File: src/hw/vcc_pkg.sv
// Shared constants, register layouts and carrier types of the comparator control block
package vcc_pkg;

   // Instance count and bus widths
   localparam int NUM_CMP = 2;
   localparam int ADDR_W = 3;
   localparam int DATA_W = 8;
   localparam int TRIM_W = 5;
   localparam int RESP_W = 2;

   // Register word indices on the plain register port
   localparam logic [ADDR_W-1:0] ADDR_CTL0 = 3'h0;
   localparam logic [ADDR_W-1:0] ADDR_TRIM0 = 3'h1;
   localparam logic [ADDR_W-1:0] ADDR_CTL1 = 3'h2;
   localparam logic [ADDR_W-1:0] ADDR_TRIM1 = 3'h3;
   localparam logic [ADDR_W-1:0] ADDR_FLAGS = 3'h4;

   // Control register layout, bit 7 down to bit 0
   typedef struct packed {
      logic rsv7;
      logic cmp_enable;
      logic output_polarity;
      logic compare_result;
      logic [RESP_W-1:0] response_time_sel;
      logic [1:0] rsv10;
   } vcc_ctl_s;

   // Offset trim register layout, bit 7 down to bit 0
   typedef struct packed {
      logic rsv7;
      logic calibration_mode;
      logic calibration_ref_sel;
      logic [TRIM_W-1:0] offset_trim;
   } vcc_trim_s;

   // Interrupt flag and enable register layout
   typedef struct packed {
      logic mf_enable;
      logic [2:0] rsv64;
      logic [NUM_CMP-1:0] int_enable;
      logic [NUM_CMP-1:0] int_flag;
   } vcc_flags_s;

   // Controls handed to one analog comparator core
   typedef struct packed {
      logic power_on;
      logic pullup_off;
      logic hyst_en;
      logic [RESP_W-1:0] response_time_sel;
      logic calibration_mode;
      logic calibration_ref_sel;
      logic [TRIM_W-1:0] offset_trim;
   } vcc_ana_s;

   // Reset images
   localparam vcc_ctl_s CTL_RST = 8'h00;
   localparam vcc_trim_s TRIM_RST = 8'h10;
   localparam vcc_flags_s FLAGS_RST = 8'h00;
   localparam vcc_ana_s ANA_RST = 12'h210;
   localparam logic [DATA_W-1:0] RDATA_IDLE = 8'h00;

endpackage

File: src/hw/vcc_chan.sv
// One comparator instance: input synchroniser, control and trim registers, output bit
`timescale 1ns/1ps
`default_nettype none
module vcc_chan
   import vcc_pkg::*;
(
   input wire logic i_mclk,
   input wire logic i_rst,
   input wire logic i_raw,
   input wire logic i_wr_ctl,
   input wire logic i_wr_trim,
   input wire logic [DATA_W-1:0] i_wdata,
   output var vcc_ctl_s o_ctl,
   output var vcc_trim_s o_trim,
   output var vcc_ana_s o_ana,
   output logic o_raw,
   output logic o_result,
   output logic o_change
);

   // Synchroniser chain and the accepted raw level
   logic sync1_r, sync2_r, sync3_r, raw_r, raw_nxt;
   // Stored control fields; the result bit lives apart
   vcc_ctl_s ctl_r, ctl_nxt;
   vcc_trim_s trim_r, trim_nxt;
   logic result_r, result_nxt;
   vcc_ana_s ana_r, ana_nxt;
   vcc_ctl_s wctl;
   vcc_trim_s wtrim;

   // Accept a new level only when the last two stages agree; stage one feeds stage two only
   always_comb begin
      raw_nxt = raw_r;
      if (sync2_r == sync3_r) begin
         raw_nxt = sync3_r;
      end
   end

   // Register the synchroniser
   always_ff @(posedge i_mclk or posedge i_rst) begin
      if (i_rst) begin
         sync1_r <= 1'b0;
         sync2_r <= 1'b0;
         sync3_r <= 1'b0;
         raw_r <= 1'b0;
      end else begin
         sync1_r <= i_raw;
         sync2_r <= sync1_r;
         sync3_r <= sync2_r;
         raw_r <= raw_nxt;
      end
   end

   // Register writes and the polarity-adjusted output bit
   always_comb begin
      wctl = vcc_ctl_s'(i_wdata);
      wtrim = vcc_trim_s'(i_wdata);
      ctl_nxt = ctl_r;
      trim_nxt = trim_r;
      if (i_wr_ctl) begin
         // Only writable fields are taken; unused and read-only bits stay zero
         ctl_nxt.cmp_enable = wctl.cmp_enable;
         ctl_nxt.output_polarity = wctl.output_polarity;
         ctl_nxt.response_time_sel = wctl.response_time_sel;
      end
      if (i_wr_trim) begin
         trim_nxt.calibration_mode = wtrim.calibration_mode;
         trim_nxt.calibration_ref_sel = wtrim.calibration_ref_sel;
         trim_nxt.offset_trim = wtrim.offset_trim;
      end
      // Uses the new settings so a write takes effect on the same edge
      result_nxt = ctl_nxt.cmp_enable & (raw_nxt ^ ctl_nxt.output_polarity);
      ana_nxt.power_on = ctl_nxt.cmp_enable;
      ana_nxt.pullup_off = ctl_nxt.cmp_enable;
      ana_nxt.hyst_en = ~trim_nxt.calibration_mode;
      ana_nxt.response_time_sel = ctl_nxt.response_time_sel;
      ana_nxt.calibration_mode = trim_nxt.calibration_mode;
      // Reference select is passed on always; the core honours it only in calibration
      ana_nxt.calibration_ref_sel = trim_nxt.calibration_ref_sel;
      ana_nxt.offset_trim = trim_nxt.offset_trim;
   end

   // Register control state
   always_ff @(posedge i_mclk or posedge i_rst) begin
      if (i_rst) begin
         ctl_r <= CTL_RST;
         trim_r <= TRIM_RST;
         result_r <= 1'b0;
         ana_r <= ANA_RST;
      end else begin
         ctl_r <= ctl_nxt;
         trim_r <= trim_nxt;
         result_r <= result_nxt;
         ana_r <= ana_nxt;
      end
   end

   // The control read image splices in the live output bit; trim and core images pass as stored
   always_comb begin
      o_ctl = ctl_r;
      o_ctl.compare_result = result_r;
   end
   assign o_trim = trim_r;
   assign o_ana = ana_r;
   assign o_raw = raw_r;
   assign o_result = result_r;
   // Any change of the adjusted bit, from the pins or from a setting
   assign o_change = result_nxt ^ result_r;

endmodule
`default_nettype wire

File: src/hw/vcc_top.sv
// Top of the dual comparator control block: register port, flags, wake and pin routing
// Register words on the plain port
// Word 0 is the control of instance 0, word 1 its trim
// Word 2 is the control of instance 1, word 3 its trim
// Word 4 holds the shared enable, request enables and flags
// Unmapped words read as zero and drop their writes
//
// Timing seen from the port
// A pin change reaches the output bit on the fourth edge
// The flag and the wake pulse rise on that same edge
// Read data stand only in the cycle after the strobe
// A setting write moves the output bit on its own edge
//
// Chosen here: the plain strobed port and the placing of the registers.
`timescale 1ns/1ps
`default_nettype none
module vcc_top
   import vcc_pkg::*;
(
   input wire logic i_mclk,
   input wire logic i_rst,
   input wire logic [ADDR_W-1:0] i_addr,
   input wire logic [DATA_W-1:0] i_wdata,
   input wire logic i_wr,
   input wire logic i_rd,
   output logic [DATA_W-1:0] o_rdata,
   input wire logic [NUM_CMP-1:0] i_cmp_raw,
   input wire logic i_low_power,
   output var vcc_ana_s [NUM_CMP-1:0] o_ana,
   output logic [NUM_CMP-1:0] o_cmp_pin,
   output logic [NUM_CMP-1:0] o_int_req,
   output logic o_wake_req
);

   // Per-instance write strobes
   logic [NUM_CMP-1:0] wr_ctl;
   logic [NUM_CMP-1:0] wr_trim;
   // Write strobe of the flag register
   logic wr_flags;
   // Read images from each instance
   vcc_ctl_s [NUM_CMP-1:0] ctl_img;
   vcc_trim_s [NUM_CMP-1:0] trim_img;
   // Synchronised raw level, adjusted bit and its change pulse
   logic [NUM_CMP-1:0] raw_lvl;
   logic [NUM_CMP-1:0] result;
   logic [NUM_CMP-1:0] change;
   logic [NUM_CMP-1:0] enabled;
   // Flag register and wake pulse
   vcc_flags_s flags_r, flags_nxt;
   logic wake_r, wake_nxt;
   // Read data, held for one cycle only
   logic [DATA_W-1:0] rdata_r, rdata_nxt;

   // Write address decode
   // Both strobes at once are illegal, so write and read decodes stay apart
   always_comb begin
      wr_ctl = '0;
      wr_trim = '0;
      wr_flags = 1'b0;
      if (!i_wr) begin
         // No write this cycle
         wr_flags = 1'b0;
      end else if (i_addr == ADDR_CTL0) begin
         wr_ctl[0] = 1'b1;
      end else if (i_addr == ADDR_TRIM0) begin
         wr_trim[0] = 1'b1;
      end else if (i_addr == ADDR_CTL1) begin
         wr_ctl[1] = 1'b1;
      end else if (i_addr == ADDR_TRIM1) begin
         wr_trim[1] = 1'b1;
      end else if (i_addr == ADDR_FLAGS) begin
         wr_flags = 1'b1;
      end
      // Unmapped writes fall through and are dropped
   end

   // Two identical instances share one layout
   for (genvar k = 0; k < NUM_CMP; k++) begin : g_cmp
      vcc_chan u_chan (
         .i_mclk(i_mclk),
         .i_rst(i_rst),
         .i_raw(i_cmp_raw[k]),
         .i_wr_ctl(wr_ctl[k]),
         .i_wr_trim(wr_trim[k]),
         .i_wdata(i_wdata),
         .o_ctl(ctl_img[k]),
         .o_trim(trim_img[k]),
         .o_ana(o_ana[k]),
         .o_raw(raw_lvl[k]),
         .o_result(result[k]),
         .o_change(change[k])
      );
      // Enable as stored, so the wake gate sees the setting before a write
      assign enabled[k] = ctl_img[k].cmp_enable;
   end

   // Flags and wake; nothing here looks at low power except the wake, so the
   // instances keep comparing in sleep and idle
   always_comb begin
      flags_nxt = flags_r;
      if (wr_flags) begin
         // Writing 1 sets a flag, writing 0 clears it
         flags_nxt = vcc_flags_s'(i_wdata);
         flags_nxt.rsv64 = '0;
      end
      // Hardware set beats a clearing write in the same cycle
      flags_nxt.int_flag = flags_nxt.int_flag | change;
      // Low power comes from this clock's own logic and needs no synchroniser
      // Only a flag going high from low wakes; a preset flag suppresses it
      wake_nxt = i_low_power & |(change & enabled & ~flags_r.int_flag);
   end

   // Register flags and wake
   always_ff @(posedge i_mclk or posedge i_rst) begin
      if (i_rst) begin
         flags_r <= FLAGS_RST;
         wake_r <= 1'b0;
      end else begin
         flags_r <= flags_nxt;
         wake_r <= wake_nxt;
      end
   end

   // Read mux; data stand only in the cycle after the strobe
   always_comb begin
      rdata_nxt = RDATA_IDLE;
      if (!i_rd) begin
         rdata_nxt = RDATA_IDLE;
      end else if (i_addr == ADDR_CTL0) begin
         rdata_nxt = ctl_img[0];
      end else if (i_addr == ADDR_TRIM0) begin
         rdata_nxt = trim_img[0];
      end else if (i_addr == ADDR_CTL1) begin
         rdata_nxt = ctl_img[1];
      end else if (i_addr == ADDR_TRIM1) begin
         rdata_nxt = trim_img[1];
      end else if (i_addr == ADDR_FLAGS) begin
         // Reserved flag bits are kept zero at the write, so no masking here
         rdata_nxt = flags_r;
      end
      // Unmapped reads answer zero
   end

   // Register read data
   always_ff @(posedge i_mclk or posedge i_rst) begin
      if (i_rst) begin
         rdata_r <= RDATA_IDLE;
      end else begin
         rdata_r <= rdata_nxt;
      end
   end

   // Outputs
   assign o_rdata = rdata_r;
   // Pin sharing itself is outside; this is the bit to route
   assign o_cmp_pin = result;
   // Request gated by per-instance and multi-function enables
   assign o_int_req = flags_r.int_flag & flags_r.int_enable & {NUM_CMP{flags_r.mf_enable}};
   // One-cycle pulse; the power controller must latch it
   assign o_wake_req = wake_r;

   for (genvar k = 0; k < NUM_CMP; k++) begin : g_chk

   end
endmodule
`default_nettype wire

File: config.mk
export PLATFORM = sky130hd
export DESIGN_NAME = vcc_top
export DESIGN_NICKNAME = d
export VERILOG_FILES = /design/src/hw/vcc_pkg.sv /design/src/hw/vcc_chan.sv /design/src/hw/vcc_top.sv
export SDC_FILE = /design/constraint.sdc
export NUM_CORES = 1
export LEC_CHECK = 0
export BUFFER_PORTS_ARGS = -buffer_cell sky130_fd_sc_hd__buf_2
export CAP_MARGIN = 30
export CELL_PAD_IN_SITES_DETAIL_PLACEMENT = 1
export CELL_PAD_IN_SITES_GLOBAL_PLACEMENT = 1
export CORE_ASPECT_RATIO = 0.7
export CORE_MARGIN = 2
export CORE_UTILIZATION = 42
export DETAILED_ROUTE_END_ITERATION = 7
export GPL_TIMING_DRIVEN = 1
export PLACE_DENSITY = 0.88
export REMOVE_ABC_BUFFERS = 1
export SETUP_SLACK_MARGIN = 0.3
export SYNTH_ARGS = -nofsm -noshare
export SYNTH_HDL_FRONTEND = slang
export SYNTH_SLANG_ARGS = --single-unit
File: constraint.sdc
create_clock -name i_mclk -period 2.1 [get_ports i_mclk]
set_clock_uncertainty 0.1 [all_clocks]
set_input_delay 0.105 -clock i_mclk [delete_from_list [all_inputs] [get_ports i_mclk]]
set_output_delay 0.105 -clock i_mclk [all_outputs]
set_load 0.005 [all_outputs]
## After elaboration in Yosys (flattened, before gate mapping)

Cells that the tools add are included.

- Word-level logic and storage cells: 82
- Bits of input ports: 18
- Register bits: 48

- Equal/unequal tests: 6
- Muxes and demuxes: 30
- Reduce and logical (&&, ||, !) cells: 2
- Bitwise logic cells: 15

Operators by type and width:

| cell | count |
|---|---|
| 2-to-1 mux 8 bit | 6 |
| 2-to-1 mux 1 bit | 16 |
| 2-to-1 mux 7 bit | 2 |
| 2-to-1 mux 2 bit | 6 |
| bitwise AND 2 bit | 4 |
| equality test 3 x 2 -> 1 bit (second input constant) | 2 |
| XOR 1 bit | 4 |
| bitwise AND 1 bit | 3 |
| equality test 3 x 1 -> 1 bit (second input constant) | 1 |
| equality test 3 bit (second input constant) | 1 |
| logical NOT 3 bit | 1 |
| equality test 1 bit | 2 |
| NOT 1 bit | 2 |
| NOT 2 bit | 1 |
| bitwise OR 2 bit | 1 |
| OR reduction 2 bit | 1 |

## Depth between registers and ports, before layout

- Word-level depth: 13
- Gate-level depth with buffers: 6
- Mapped depth without buffers: 5

## Hierarchy

Synthesis repeated with hierarchy kept, for this count alone.

- Cell total of the unflattened synthesis: 186
- Area, all modules: 2353.5 µm²

Modules (own cells, without submodules):

| module | times used | cells an instance | area each (µm²) |
|---|---|---|---|
| vcc_chan | 2 | 53 | 758.2 |
| vcc_top | 1 | 80 | 837.1 |

## Worst setup path before layout

No wires, ideal clock.

- Path kind: register to register
- Start point: register g_cmp[0].u_chan.sync2_r
- End point: register wake_r (netlist: o_wake_req)
- Path buffers: 0
- Slack: 0.493 ns
- Period minus slack after synthesis: 1.607 ns
- Setup time: 0.095 ns
- Arrival: 1.412 ns
- Cell stages (with the launch flop): 6
- Cell sequence: dfrtp_1 -> maj3_1 -> xnor2_1 -> o22ai_2 -> xnor2_1 -> o32ai_2

- Longest elaborated chain between the ends: 9

RTL lines:

| element | RTL line | RTL |
|---|---|---|
| from (decl) | vcc_chan.sv:22 | `logic sync1_r, sync2_r, sync3_r, raw_r, raw_nxt;` |
| from (signal assigned) | vcc_chan.sv:48 | `sync2_r <= sync1_r;` |
| equality test 1 bit | vcc_chan.sv:34 | `if (sync2_r == sync3_r) begin` |
| 2-to-1 mux 1 bit | vcc_chan.sv:34 |  |
| named net g_cmp[0].u_chan.raw_nxt | vcc_chan.sv:22 |  |
| XOR 1 bit | vcc_chan.sv:72 | `result_nxt = ctl_nxt.cmp_enable & (raw_nxt ^ ctl_nxt.output_polarity);` |
| bitwise AND 1 bit | vcc_chan.sv:72 |  |
| named net g_cmp[0].u_chan.result_nxt | vcc_chan.sv:26 | `logic result_r, result_nxt;` |
| XOR 1 bit | vcc_chan.sv:108 | `assign o_change = result_nxt ^ result_r;` |
| bitwise AND 2 bit (2 in series) | vcc_top.sv:110 | `wake_nxt = i_low_power & \|(change & enabled & ~flags_r.int_flag);` |
| OR reduction 2 bit | vcc_top.sv:110 |  |
| bitwise AND 1 bit | vcc_top.sv:110 |  |
| named net wake_nxt | vcc_top.sv:50 | `logic wake_r, wake_nxt;` |
| to (signal assigned) | vcc_top.sv:120 | `wake_r <= wake_nxt;` |
| to (decl) | vcc_top.sv:50 |  |

The timed path passes the listed nets, and every way through them passes these cells.
A chain may end at the register's enable or synchronous reset.

## Final worst setup path

- Start point: register g_cmp[1].u_chan.sync2_r
- End point: register wake_r (netlist: o_wake_req)

- Longest elaborated chain between the ends: 9

RTL lines:

| element | RTL line |
|---|---|
| from (decl) | vcc_chan.sv:22 |
| from (signal assigned) | vcc_chan.sv:48 |
| equality test 1 bit | vcc_chan.sv:34 |
| 2-to-1 mux 1 bit | vcc_chan.sv:34 |
| named net g_cmp[1].u_chan.raw_nxt | vcc_chan.sv:22 |
| XOR 1 bit | vcc_chan.sv:72 |
| bitwise AND 1 bit | vcc_chan.sv:72 |
| named net g_cmp[1].u_chan.result_nxt | vcc_chan.sv:26 |
| XOR 1 bit | vcc_chan.sv:108 |
| bitwise AND 2 bit (2 in series) | vcc_top.sv:110 |
| OR reduction 2 bit | vcc_top.sv:110 |
| bitwise AND 1 bit | vcc_top.sv:110 |
| named net wake_nxt | vcc_top.sv:50 |

The timed path passes the listed nets, and every way through them passes these cells.

==> impl_metrics.py <==
metrics = {
    "setup_path": {
        "cp-end-kind": "flop",
        "cp_top_family": "flip-flops",
        "path_cells": "maj3_2 -> xnor2_2 -> o22ai_2 -> xnor2_2 -> o32ai_2",
        "cpPeakStageDelay_ps": 400,
        "crit_fanout": 3,
        "arrival_ps": 1720,
        "critical_path_class": "reg -> reg",
        "reg2reg_from": "g_cmp[1].u_chan.sync2_r",
        "r2r_slack_ps": 470,
        "r2r_cells": 5,
        "path_common_cell": "xnor2_2",
        "start_kind": "flop",
        "reg2reg_to": "o_wake_req",
        "worst-path-buf-inv": 0,
        "required_ps": 2190,
        "cpMaxStageDelayCell": "dfrtp_1",
    },
    "cts": {
        "clk_latency_ps": 300,
        "clock_path_buffers": 2,
        "numClockSinks": 48,
        "cts_root_buf": "clkbuf_8",
        "clkSlewWorstSetupHoldPaths_ps": 90,
        "post_cts_buffers": 0,
        "cts_tree": "yes",
        "numCtsBuffers": 5,
        "cts_max_level": 2,
    },
    "final_layout": {
        "stdcell_count": 277,
        "final_cell_mix": "buf_2 (54), dfrtp_1 (44), mux2_2 (22)",
        "antennaDiodeCount": 0,
        "syn2layout_area_growth_pct": 25.8,
        "layout_commonest_cell": "buf_2",
        "finalNetCount": 225,
        "layout-drive-gt1-share_pct": 54.3,
        "final_core_util_pct": 54.9,
        "final_design_area_no_fill_um2": 2640,
    },
    "power_and_ir_drop": {
        "power_mw": 2.39,
        "ir_worst_vdd_mv": 0.577,
        "swShare_pct": 27.0,
        "p_int_mw": 1.74,
        "powerDensity_nw_per_um2": 905,
        "comb_power_share_pct": 22.1,
        "seqPwrFrac_pct": 50.5,
        "p_sw_uw": 645,
        "p_clk_share_pct": 27.4,
        "leakage_nw": 1.25,
    },
    "die": {
        "die_area_um2": 5590,
        "die_h_um": 63.1,
        "placementRows": 21,
        "ios": 55,
        "die_w_um": 88.5,
        "floorplan.initialDensity_pct": 43.6,
        "core_area_um2": 4810,
    },
    "grt": {
        "grt_pass1_wl_um": 8010,
        "antenna_found_initial": 0,
        "first_global_vias": 1550,
        "grt.total_usage_pct": 19.4,
        "grt_max_degree": 24,
        "overflow": 0,
    },
    "timing": {
        "setup_viol": 0,
        "totalNegativeSetupSlack_ps": 0,
        "worst_pin_slew_ps": 495,
        "setup_slack_ps": 465,
        "fmaxAchievable_mhz": 612,
        "worst_hold_slack_ps": 13.8,
        "hold_viol": 0,
        "rsz0062_at_grt": "false",
        "timing.final.crit_share_pct": 77.9,
        "slew_headroom_pct": 67.0,
        "slew_viol_final": 0,
        "min_period_ps": 1630,
    },
    "drt": {
        "dr.pass1.iters": 4,
        "wirelength_um": 4910,
        "vias": 1407,
        "drtIter0Drc": 21,
        "route.detailed.drc": 0,
        "ant_nets": 0,
        "vias_per_cell": 5.08,
        "route.detailed.wl_per_inst_um": 17.7,
    },
    "place": {
        "placed_cell_area_um2": 2390,
        "port_buffers": 54,
        "place_congestion": 0.764,
        "place_inst": 259,
        "hpwl_um": 3670,
        "pre_cts_ws_ps": 329,
    },
    "worst_hold_path": {
        "min_path_type": "in -> reg",
        "hp-start": "i_low_power",
        "hold-path-cell-count": 3,
        "min_to": "o_wake_req",
    },
    "yosys": {
        "yosysSeqAreaShare_pct": 57.5,
        "avgSynthCellArea_um2": 14.5,
        "synth_enable_flop_cells": 0,
        "synthCells": 145,
        "synthArstFlopShare_pct": 100,
        "ys_ff_latch": 48,
        "ys_warn_count": 0,
        "syn_area_um2": 2100,
        "ys.flop_type": "dfrtp_1",
        "ys_types": 32,
    },
    "outcome": {
        "status": "finished, final reports clean",
    },
    "run": {
        "maxCapViolCount": 0,
    },
}
==> cells by family after synthesis <==
| logic type | count (synthesis) | synth area share (%) |
|---|---|---|
| AO/OA/AOI/OAI | 7 | 3.16 |
| XOR/XNOR | 6 | 2.50 |
| adder cells (fa/ha/maj) | 2 | 0.954 |
| buffers and inverters | 18 | 5.66 |
| flip-flops | 48 | 57.5 |
| multiplexers | 32 | 19.6 |
| AND/OR/NAND/NOR | 32 | 10.7 |
==> how the worst max path moves through the flow <==
stage | endpoint | cells past startpoint | startpoint
2_1_floorplan | o_wake_req | 5 | g_cmp[0].u_chan.sync2_r
3_3_place_gp | o_wake_req | 5 | g_cmp[0].u_chan.sync2_r
3_5_place_dp | o_wake_req | 5 | g_cmp[1].u_chan.sync2_r
4_1_cts | o_wake_req | 5 | g_cmp[1].u_chan.sync2_r
5_1_grt | o_wake_req | 5 | g_cmp[0].u_chan.sync2_r
6_report | o_wake_req | 5 | g_cmp[1].u_chan.sync2_r
==> worst min-delay path, delay by kind of cell <==
family / cells / cell delay (ps)
AOI/OAI and AO/OA: 1 / 80
buffers and inverters: 1 / 110
and+or+nand+nor: 1 / 80
==> per-layer routing <==
metal	up-vias	GRT usage [%]	routed length [um]
met4	0	6.44	70
met5	-	0	0
met2	44	30.2	2390
met3	7	4.33	203
met1	737	26.9	2250
li1	619	-	-
==> flip-flops by register name, summed over array words and instances (netlist names) <==
signal / count
g_cmp.u_chan.sync3_r: 2
g_cmp.u_chan.o_raw: 2
g_cmp.u_chan.o_ana: 2
o_wake_req: 1
flags_r: 5
o_rdata: 8
g_cmp.u_chan.sync2_r: 2
g_cmp.u_chan.o_ctl: 8
g_cmp.u_chan.o_result: 2
g_cmp.u_chan.sync1_r: 2
g_cmp.u_chan.o_trim: 14
==> power by group through the flow <==
stage	combinational, mW	clock (mW)	sequential, mW
after floorplan	0.260	0	1.20
after global placement	0.475	0	1.21
after detailed placement	0.498	0	1.22
after CTS	0.524	0.667	1.21
after global routing	0.582	0.712	1.23
final	0.529	0.654	1.21
==> what timing repair did <==
action / in CTS / in global routing
hold buffers: 10 / 0
endpoints found under the setup margin: 2 / 2
gates resized for setup: 2 / 5
endpoints found under the hold margin: 38 / 0
==> cell type report <==
| class | count | area (um2) |
|---|---|---|
| multi-input combinational | 79 | 813 |
| timing repair buffer | 70 | 415 |
| sequential | 48 | 1210 |
| clock buffer | 6 | 72.6 |
| clock inverter | 2 | 35.0 |
| fill | 502 | 2170 |
| tap | 69 | 86.3 |
| inverter | 3 | 11.3 |
==> synth_stat cells, types with 2 or more instances <==
cell	n	area share (%)
and2_1	2	0.60
nor2b_1	3	0.89
nand3_1	4	0.95
mux2i_1	5	2.4
mux4_2	5	5.4
mux2_2	22	12
a21boi_0	2	0.72
nand2b_1	4	1.2
dfrtp_1	44	52
xnor2_1	6	2.5
o21ai_0	2	0.48
buf_4	11	3.9
maj3_1	2	0.95
o22ai_2	2	1.2
inv_1	3	0.54
buf_2	2	0.48
and3_1	3	0.89
nand2_1	6	1.1
dfstp_2	4	5.0
Power figures use the tool's default switching activity.
